==> src/pkg/phy_dsp_tuning_defines.vh <==
// register offsets, reset values and field positions of the dsp tuning bank
// assumes wishbone byte addressing: byte address = 4 * register index
`ifndef PHY_DSP_TUNING_DEFINES_VH
`define PHY_DSP_TUNING_DEFINES_VH

// register indices
`define IDX_DSP_CONFIG_ONE        9'h101
`define IDX_FILTER_CONFIG_ONE     9'h106
`define IDX_FILTER_CONFIG_TWO     9'h107
`define IDX_DSP_CONFIG_TWO        9'h10f
`define IDX_DSP_CONFIG_THREE      9'h111
`define IDX_FEEDBACK_EQ_CONTROL   9'h114
`define IDX_GAIN_BW_CONTROL       9'h116
`define IDX_RECOVERY_ERR_THR      9'h121
`define IDX_TIMING_LOOP_ERR_THR   9'h122
`define IDX_LINKUP_ERR_THR        9'h123
`define IDX_EQ_TRAINING_TIMERS    9'h126
`define IDX_DSP_CONFIG_FOUR       9'h129

// reset values
`define RST_DSP_CONFIG_ONE        16'h2000
`define RST_FILTER_CONFIG_ONE     16'hb0bb
`define RST_FILTER_CONFIG_TWO     16'h0605
`define RST_DSP_CONFIG_TWO        16'h0300
`define RST_DSP_CONFIG_THREE      16'h6003
`define RST_FEEDBACK_EQ_CONTROL   16'h400a
`define RST_GAIN_BW_CONTROL       16'h014a
`define RST_RECOVERY_ERR_THR      16'h199a
`define RST_TIMING_LOOP_ERR_THR   16'h1027
`define RST_LINKUP_ERR_THR        16'h051c
`define RST_EQ_TRAINING_TIMERS    16'h461b
`define RST_DSP_CONFIG_FOUR       16'h000f

// writable bit masks
`define WMASK_DSP_CONFIG_ONE      16'hff80
`define WMASK_FILTER_CONFIG_ONE   16'hf7ff
`define WMASK_FULL                16'hffff
`define WMASK_THRESHOLD           16'h7fff

// field positions
`define BIT_FILTER_BYPASS         7
`define BIT_STEADY_COEF_EN        10
`define BIT_LOOP_INPUT_SEL        8
`define MSB_SET1_THR              15
`define LSB_SET1_THR              12
`define MSB_LONG_COEF             7
`define LSB_LONG_COEF             6
`define MSB_SET0_THR              3
`define LSB_SET0_THR              0
`define MSB_START_GAIN            3
`define LSB_START_GAIN            0
`define MSB_MAX_GAIN              7
`define LSB_MAX_GAIN              4
`define MSB_MIN_GAIN              3
`define LSB_MIN_GAIN              0
`define MSB_THRESHOLD             14
`define LSB_THRESHOLD             0
`define MSB_TIMER_ONE             14
`define LSB_TIMER_ONE             12
`define MSB_TIMER_TWO             11
`define LSB_TIMER_TWO             6
`define MSB_TIMER_THREE           5
`define LSB_TIMER_THREE           3
`define MSB_TIMER_FOUR            2
`define LSB_TIMER_FOUR            0

`endif

==> src/hdl/phy_dsp_tuning_registers.v <==
// receive dsp tuning register bank with its steering logic
// assumes a classic wishbone master on clk_i and datapath inputs on clk_i
//
// Functional notes
// - filter-bypass bit switches internal filter off during the training phase.
// - steady coefficient enable applies filter coefficient in steady state; resets zero.
// - upper nibble threshold activates short-cable coefficient set one; reset 1011.
// - lowest nibble threshold activates short-cable coefficient set zero; reset 1011.
// - two-bit long-cable coefficient field, bits 7:6, resets to 10.
// - bit 8 selects gain correction loop input type; resets to one.
// - gain loop starts from start index field; resets to 011.
// - gain index never exceeds max field, bits 7:4; reset 0000.
// - gain index kept at or above min field unless min exceeds max, bits 3:0; reset 1111.
// - at 100M leave steady state for recovery when error exceeds bad threshold.
// - at 100M timing loop judges quality against first good threshold.
// - at 100M link-up qualified against second good threshold.
// - state machine timing uses three-bit first training timer, reset 100.
// - timing loop uses six-bit second training timer, reset 011000.
// - gain loop uses third and fourth training timers, each reset 011.
//
// Decided for this implementation: the Wishbone interface to the registers.
`timescale 1ns/10ps
`include "phy_dsp_tuning_defines.vh"

module phy_dsp_tuning_registers
(
    input  wire        clk_i,
    input  wire        rst_i,
    input  wire        ce_i,
    // wishbone slave
    input  wire        cyc_i,
    input  wire        stb_i,
    input  wire        we_i,
    input  wire [11:0] adr_i,
    input  wire [3:0]  sel_i,
    input  wire [31:0] dat_i,
    output reg  [31:0] dat_o,
    output reg         ack_o,
    // datapath status
    input  wire        speed_100_i,
    input  wire        training_phase_i,
    input  wire        steady_state_i,
    input  wire [3:0]  cable_metric_i,
    input  wire [14:0] error_measure_i,
    input  wire        gain_load_i,
    input  wire        gain_step_i,
    input  wire [3:0]  gain_request_i,
    // datapath controls
    output reg         filter_bypass_o,
    output reg         steady_coef_apply_o,
    output reg         short_set1_active_o,
    output reg         short_set0_active_o,
    output reg  [1:0]  long_coef_o,
    output reg         loop_input_sel_o,
    output reg  [3:0]  gain_index_o,
    output reg         recovery_request_o,
    output reg         timing_good_o,
    output reg         linkup_good_o,
    output reg  [2:0]  state_timer_o,
    output reg  [5:0]  timing_timer_o,
    output reg  [2:0]  gain_timer_a_o,
    output reg  [2:0]  gain_timer_b_o
);

    reg  [15:0] dsp_config_one;
    reg  [15:0] filter_config_one;
    reg  [15:0] filter_config_two;
    reg  [15:0] dsp_config_two;
    reg  [15:0] dsp_config_three;
    reg  [15:0] feedback_equalizer_control;
    reg  [15:0] gain_bandwidth_control;
    reg  [15:0] recovery_error_threshold;
    reg  [15:0] timing_loop_error_threshold;
    reg  [15:0] linkup_error_threshold;
    reg  [15:0] equalizer_training_timers;
    reg  [15:0] dsp_config_four;

    wire [8:0]  index = adr_i[10:2];
    wire        req   = cyc_i & stb_i & ~ack_o;
    wire        wr    = req & we_i;

    reg  [15:0] next_rdata;
    reg  [3:0]  next_gain;

    // byte-lane merge; only writable bits take new data
    function [15:0] merge;
        input [15:0] old;
        input [15:0] wdata;
        input [1:0]  lanes;
        input [15:0] wmask;
        reg   [15:0] lane_mask;
        begin
            lane_mask = {{8{lanes[1]}}, {8{lanes[0]}}} & wmask;
            merge     = (old & ~lane_mask) | (wdata & lane_mask);
        end
    endfunction

    // limit a gain index; upper limit checked last so it wins on crossed limits
    function [3:0] clamp;
        input [3:0] value;
        input [3:0] lo;
        input [3:0] hi;
        reg   [3:0] tmp;
        begin
            if (value < lo)
            begin
                tmp = lo;
            end
            else
            begin
                tmp = value;
            end
            if (tmp > hi)
            begin
                clamp = hi;
            end
            else
            begin
                clamp = tmp;
            end
        end
    endfunction

    // read mux; unmapped indices read zero
    always @*
    begin
        case (index)
            `IDX_DSP_CONFIG_ONE:      next_rdata = dsp_config_one;
            `IDX_FILTER_CONFIG_ONE:   next_rdata = filter_config_one;
            `IDX_FILTER_CONFIG_TWO:   next_rdata = filter_config_two;
            `IDX_DSP_CONFIG_TWO:      next_rdata = dsp_config_two;
            `IDX_DSP_CONFIG_THREE:    next_rdata = dsp_config_three;
            `IDX_FEEDBACK_EQ_CONTROL: next_rdata = feedback_equalizer_control;
            `IDX_GAIN_BW_CONTROL:     next_rdata = gain_bandwidth_control;
            `IDX_RECOVERY_ERR_THR:    next_rdata = recovery_error_threshold;
            `IDX_TIMING_LOOP_ERR_THR: next_rdata = timing_loop_error_threshold;
            `IDX_LINKUP_ERR_THR:      next_rdata = linkup_error_threshold;
            `IDX_EQ_TRAINING_TIMERS:  next_rdata = equalizer_training_timers;
            `IDX_DSP_CONFIG_FOUR:     next_rdata = dsp_config_four;
            default:                  next_rdata = 16'h0000;
        endcase
    end

    // bus slave: one wait state, ack for every address so the bus never hangs while ce_i is high
    always @(posedge clk_i)
    begin
        if (rst_i)
        begin
            ack_o <= 1'b0;
            dat_o <= 32'h0000_0000;
        end
        else if (ce_i)
        begin
            ack_o <= req;
            if (req & ~we_i)
                dat_o <= {16'h0000, next_rdata};
        end
    end

    // register file; reserved rw bits are stored so read-modify-write keeps them
    always @(posedge clk_i)
    begin
        if (rst_i)
        begin
            dsp_config_one              <= `RST_DSP_CONFIG_ONE;
            filter_config_one           <= `RST_FILTER_CONFIG_ONE;
            filter_config_two           <= `RST_FILTER_CONFIG_TWO;
            dsp_config_two              <= `RST_DSP_CONFIG_TWO;
            dsp_config_three            <= `RST_DSP_CONFIG_THREE;
            feedback_equalizer_control  <= `RST_FEEDBACK_EQ_CONTROL;
            gain_bandwidth_control      <= `RST_GAIN_BW_CONTROL;
            recovery_error_threshold    <= `RST_RECOVERY_ERR_THR;
            timing_loop_error_threshold <= `RST_TIMING_LOOP_ERR_THR;
            linkup_error_threshold      <= `RST_LINKUP_ERR_THR;
            equalizer_training_timers   <= `RST_EQ_TRAINING_TIMERS;
            dsp_config_four             <= `RST_DSP_CONFIG_FOUR;
        end
        else if (ce_i && wr)
        begin
            case (index)
                `IDX_DSP_CONFIG_ONE:
                    dsp_config_one <= merge(dsp_config_one, dat_i[15:0], sel_i[1:0],
                                            `WMASK_DSP_CONFIG_ONE);
                `IDX_FILTER_CONFIG_ONE:
                    filter_config_one <= merge(filter_config_one, dat_i[15:0], sel_i[1:0],
                                               `WMASK_FILTER_CONFIG_ONE);
                `IDX_FILTER_CONFIG_TWO:
                    filter_config_two <= merge(filter_config_two, dat_i[15:0], sel_i[1:0],
                                               `WMASK_FULL);
                `IDX_DSP_CONFIG_TWO:
                    dsp_config_two <= merge(dsp_config_two, dat_i[15:0], sel_i[1:0],
                                            `WMASK_FULL);
                `IDX_DSP_CONFIG_THREE:
                    dsp_config_three <= merge(dsp_config_three, dat_i[15:0], sel_i[1:0],
                                              `WMASK_FULL);
                `IDX_FEEDBACK_EQ_CONTROL:
                    feedback_equalizer_control <= merge(feedback_equalizer_control,
                                                        dat_i[15:0], sel_i[1:0], `WMASK_FULL);
                `IDX_GAIN_BW_CONTROL:
                    gain_bandwidth_control <= merge(gain_bandwidth_control, dat_i[15:0],
                                                    sel_i[1:0], `WMASK_FULL);
                // bit 15 of the thresholds is read-only zero
                `IDX_RECOVERY_ERR_THR:
                    recovery_error_threshold <= merge(recovery_error_threshold, dat_i[15:0],
                                                      sel_i[1:0], `WMASK_THRESHOLD);
                `IDX_TIMING_LOOP_ERR_THR:
                    timing_loop_error_threshold <= merge(timing_loop_error_threshold,
                                                         dat_i[15:0], sel_i[1:0],
                                                         `WMASK_THRESHOLD);
                `IDX_LINKUP_ERR_THR:
                    linkup_error_threshold <= merge(linkup_error_threshold, dat_i[15:0],
                                                    sel_i[1:0], `WMASK_THRESHOLD);
                `IDX_EQ_TRAINING_TIMERS:
                    equalizer_training_timers <= merge(equalizer_training_timers, dat_i[15:0],
                                                       sel_i[1:0], `WMASK_FULL);
                `IDX_DSP_CONFIG_FOUR:
                    dsp_config_four <= merge(dsp_config_four, dat_i[15:0], sel_i[1:0],
                                             `WMASK_FULL);
                default:
                    dsp_config_four <= dsp_config_four;
            endcase
        end
    end

    // gain index source: load start value, or take the loop's request
    always @*
    begin
        if (gain_load_i)
        begin
            next_gain = dsp_config_three[`MSB_START_GAIN:`LSB_START_GAIN];
        end
        else if (gain_step_i)
        begin
            next_gain = gain_request_i;
        end
        else
        begin
            next_gain = gain_index_o;
        end
    end

    // crossed limits: max wins, so the reset limits pin the index at zero
    // limitation: the index only moves on load, step or a write that changes the limits
    // thresholds compare 15 bits; bit 15 is never stored
    // trade-off: one cycle of latency buys glitch-free steering outputs
    // steering outputs, all registered one cycle behind their causes
    always @(posedge clk_i)
    begin
        if (rst_i)
        begin
            filter_bypass_o     <= 1'b0;
            steady_coef_apply_o <= 1'b0;
            short_set1_active_o <= 1'b0;
            short_set0_active_o <= 1'b0;
            long_coef_o         <= 2'b00;
            loop_input_sel_o    <= 1'b0;
            gain_index_o        <= 4'h0;
            recovery_request_o  <= 1'b0;
            timing_good_o       <= 1'b0;
            linkup_good_o       <= 1'b0;
            state_timer_o       <= 3'h0;
            timing_timer_o      <= 6'h00;
            gain_timer_a_o      <= 3'h0;
            gain_timer_b_o      <= 3'h0;
        end
        else if (ce_i)
        begin
            filter_bypass_o     <= dsp_config_one[`BIT_FILTER_BYPASS]
                                   & training_phase_i;
            steady_coef_apply_o <= filter_config_one[`BIT_STEADY_COEF_EN]
                                   & steady_state_i;
            short_set1_active_o <= cable_metric_i
                                   >= filter_config_one[`MSB_SET1_THR:`LSB_SET1_THR];
            short_set0_active_o <= cable_metric_i
                                   >= filter_config_one[`MSB_SET0_THR:`LSB_SET0_THR];
            long_coef_o         <= filter_config_one[`MSB_LONG_COEF:`LSB_LONG_COEF];
            loop_input_sel_o    <= dsp_config_two[`BIT_LOOP_INPUT_SEL];
            gain_index_o        <= clamp(next_gain,
                                         dsp_config_four[`MSB_MIN_GAIN:`LSB_MIN_GAIN],
                                         dsp_config_four[`MSB_MAX_GAIN:`LSB_MAX_GAIN]);
            // error comparisons only mean something at 100M
            recovery_request_o  <= speed_100_i & steady_state_i
                                   & (error_measure_i
                                      > recovery_error_threshold[`MSB_THRESHOLD:`LSB_THRESHOLD]);
            timing_good_o       <= speed_100_i
                                   & (error_measure_i
                                      <= timing_loop_error_threshold[`MSB_THRESHOLD:`LSB_THRESHOLD]);
            linkup_good_o       <= speed_100_i
                                   & (error_measure_i
                                      <= linkup_error_threshold[`MSB_THRESHOLD:`LSB_THRESHOLD]);
            state_timer_o       <= equalizer_training_timers[`MSB_TIMER_ONE:`LSB_TIMER_ONE];
            timing_timer_o      <= equalizer_training_timers[`MSB_TIMER_TWO:`LSB_TIMER_TWO];
            gain_timer_a_o      <= equalizer_training_timers[`MSB_TIMER_THREE:`LSB_TIMER_THREE];
            gain_timer_b_o      <= equalizer_training_timers[`MSB_TIMER_FOUR:`LSB_TIMER_FOUR];
        end
    end

endmodule

==> config.mk <==
export PLATFORM = sky130hd
export DESIGN_NAME = phy_dsp_tuning_registers
export DESIGN_NICKNAME = d
export VERILOG_FILES = /design/src/hdl/phy_dsp_tuning_registers.v
export VERILOG_INCLUDE_DIRS = /design/src /design/src/pkg
export SDC_FILE = /design/constraint.sdc
export NUM_CORES = 1
export LEC_CHECK = 0
export ABC_AREA = 1
export BUFFER_PORTS_ARGS = -buffer_cell sky130_fd_sc_hd__buf_2
export CORE_MARGIN = 3
export CORE_UTILIZATION = 50
export DETAILED_ROUTE_END_ITERATION = 16
export PLACE_DENSITY = 0.78
export RECOVER_POWER = 100
export SYNTH_ARGS = -nofsm -noshare
export SYNTH_HDL_FRONTEND = slang
export SYNTH_SLANG_ARGS = --single-unit
==> constraint.sdc <==
create_clock -name clk_i -period 3.37 [get_ports clk_i]
set_input_delay 0.8425 -clock clk_i [delete_from_list [all_inputs] [get_ports clk_i]]
set_output_delay 0.8425 -clock clk_i [all_outputs]
set_load 0.01 [all_outputs]
==> results.ini <==
[status]
status=finished clean

[power_and_ir_drop]
finalPower_uw=5990
power_leakage_uw=0.00554
power_density_nw_per_um2=475
peakVddDrop_mv=0.396

[drt]
routed_via_density=5.61
drt_iter0_markers=1232
wl_per_cell_um=17.6
vias=10800
ant_nets=0
drt_wl_total_um=33800
dr.pass1.iters=6
drc=0

[synth]
syn_area_um2=11200
netlist-cell-type-count=37
synth_area_per_cell_um2=7.26
netlist_instances=1548
seq_area_frac_synth_pct=40.4
synthArstFlopShare_pct=0
synth-seq-cells=227
netlist.area_leader.share_pct=40.4
yosysMostFrequentCell=nand2_1
yosys-top-cells-area=dfxtp_1 40%, o21ai_0 9.0%, a21oi_1 8.6%
synth_edf_count=0
synth.largest_area_cell=dfxtp_1
synth_top_flop_cell=dfxtp_1
synth_common_cells=255 x nand2_1, 227 x dfxtp_1, 202 x o21ai_0, 199 x inv_1, 193 x a21oi_1
yosysWarningCount=0

[worst_setup_path]
cp_slowest_cell=ha_1
critical_path_required_ps=3730
ff2ff_setup_slack_ps=470
critical-path-max-stage-delay_ps=290
criticalPathCategory=input pin to flop
critPathLaunchType=input pin
critPathTopFamily=compound AO/OA/AOI/OAI gates
worstPathArrival_ps=3350
path_cells=buf_2 > or2_2 > o211ai_1 > o21ai_0 > inv_1 > ha_1 > inv_1 > a21oi_1 > nand2_1 > nand2_1 > nand2_1 > ha_1 > a21oi_1 > o21ai_0 > o21ai_0 > buf_4 > o21ai_0 > inv_1 > nand2_1 > a21oi_1
path_buf_inv=5
endpoint_kind=flop
cp_max_fo=8

[timing]
timing.final.hold_violations=0
timing.final.ws_setup_ps=382
hold_ws_ps=446
max_clock_freq_mhz=335
post-route-period-util_pct=88.7
tightest_slew_ps=1220
relSlewSlack_pct=18.6
period_needed_ps=2990
skew_ps=19.1
rsz0062_at_grt=false
drv_slew=0
setup_viol=0

[grt]
grt_max_degree=67
grt_pass1_wl_um=52600
track_usage_pct=27.1
grt_use_met3_pct=3.41
top_usage_layer=met2
grt_pass1_vias=9795
antenna_found_initial=1
grtUsageMet2_pct=44.3
gr-total-overflow=0
grt_util_met1_pct=37.2

[final_layout]
finalNetCount=1766
drive_gt1_share_pct=8.29
stdcell_area_um2=12600
syn_to_final_growth_pct=12.2
nFillCells=2088
antenna_cells=0

[flow_run]
cap_violations=0

[clocking]
h-tree-depth=1
numCtsBuffers=25
numClockSinks=227
hold_buffers=0
post_cts_resized=0
path_clk_slew_ps=60
ctsRootBufferMaster=clkbuf_16
clk_path_buf_depth=3
cts_setup_buffers=0
insertion_delay_ps=530
cts_tree=done

[placement]
dpl.hpwl_um=25000
dp_worst_setup_slack_ps=-67.5
placed_area_um2=11900
place_congestion=0.947
numPortBuffers=106

[floorplanning]
initial_core_util_pct=51.2
core_area_um2=22000
num_rows=54
dieArea_um2=24300
dieHeight_um=156
ios=144
die_w_um=156

[min_path]
min_path_type=flop to flop

==> worst paths after layout <==
check	startpoint	to	cells after the start
worst max register to register	gain_index_o[3]	gain_index_o[1]	19
worst min-delay path	flop	flop	2
worst min register to register	flop	flop	2
worst max-delay path	gain_step_i	gain_index_o[1]	20
==> kinds of logic (layout without fill, tap and decap cells) <==
kind of cell | after synthesis | in the layout | share of synthesized area [%]
adder cells (fa/ha/maj) | 61 | 61 | 6.79
flip-flops | 227 | 227 | 40.4
other | 1 | 16 | 0.0334
buffers and inverters | 298 | 375 | 11.1
AO/OA/AOI/OAI | 475 | 475 | 22.7
AND/OR/NAND/NOR | 486 | 486 | 19.0
==> cell usage in the layout, fill, tap and decap left out, types with 2 or more instances in the layout <==
cell | synthesis | final
a21boi_0 | 2 | 2
a21oi_1 | 193 | 193
buf_2 | 25 | 59
buf_4 | 22 | 11
bufinv_16 | 0 | 4
clkbuf_1 | 41 | 52
clkbuf_16 | 0 | 25
clkbuf_2 | 0 | 3
clkbuf_8 | 0 | 7
clkinv_2 | 0 | 4
conb_1 | 1 | 16
dfxtp_1 | 227 | 227
ha_1 | 61 | 61
inv_1 | 199 | 201
inv_2 | 7 | 4
inv_4 | 1 | 2
nand2_1 | 255 | 255
nand2_2 | 2 | 2
nand3_1 | 76 | 78
nand4_1 | 19 | 19
nor2_1 | 101 | 105
nor2_2 | 6 | 3
nor2_4 | 3 | 2
nor3_1 | 9 | 11
nor3_2 | 5 | 3
o211ai_1 | 54 | 54
o21a_1 | 2 | 2
o21ai_0 | 202 | 205
o22ai_1 | 18 | 18
==> power breakdown <==
group	internal (uW)	total, uW	switching [uW]
Sequential	2700	2710	8.04
Combinational	103	365	263
Clock	1810	2920	1110
Total	4620	5990	1380
==> cell type report <==
class | instances | area (um^2) | area share (%)
sequential | 227 | 4540 | 36.0
timing repair buffer | 123 | 581 | 4.60
multi-input combinational | 1038 | 5460 | 43.3
inverter | 208 | 786 | 6.23
clock buffer | 34 | 729 | 5.78
tap | 280 | 350 | 2.78
clock inverter | 10 | 156 | 1.24
==> metal layers <==
metal	routed length, um	share of wire, %
met1	14400	43
met2	15800	47
met3	2290	6.8
met4	1260	3.7
met5	13	0.038
==> metrics by stage <==
stage	TNS [ps]	cells	utilization, %
after floorplan	0	1563	-
after global placement	-2.85	1876	54.1
after detailed placement	-218	1876	54.1
after CTS	0	1920	58.1
after global routing	0	1920	57.4
final	0	1920	57.4
==> tightest hold or removal path, delay by kind of cell (launching register included) <==
family / cells / cell delay (ps)
AO/OA/AOI/OAI: 1 / 50
buffers and inverters: 1 / 50
flip-flops: 1 / 310
(Power assumes the default switching activity.)
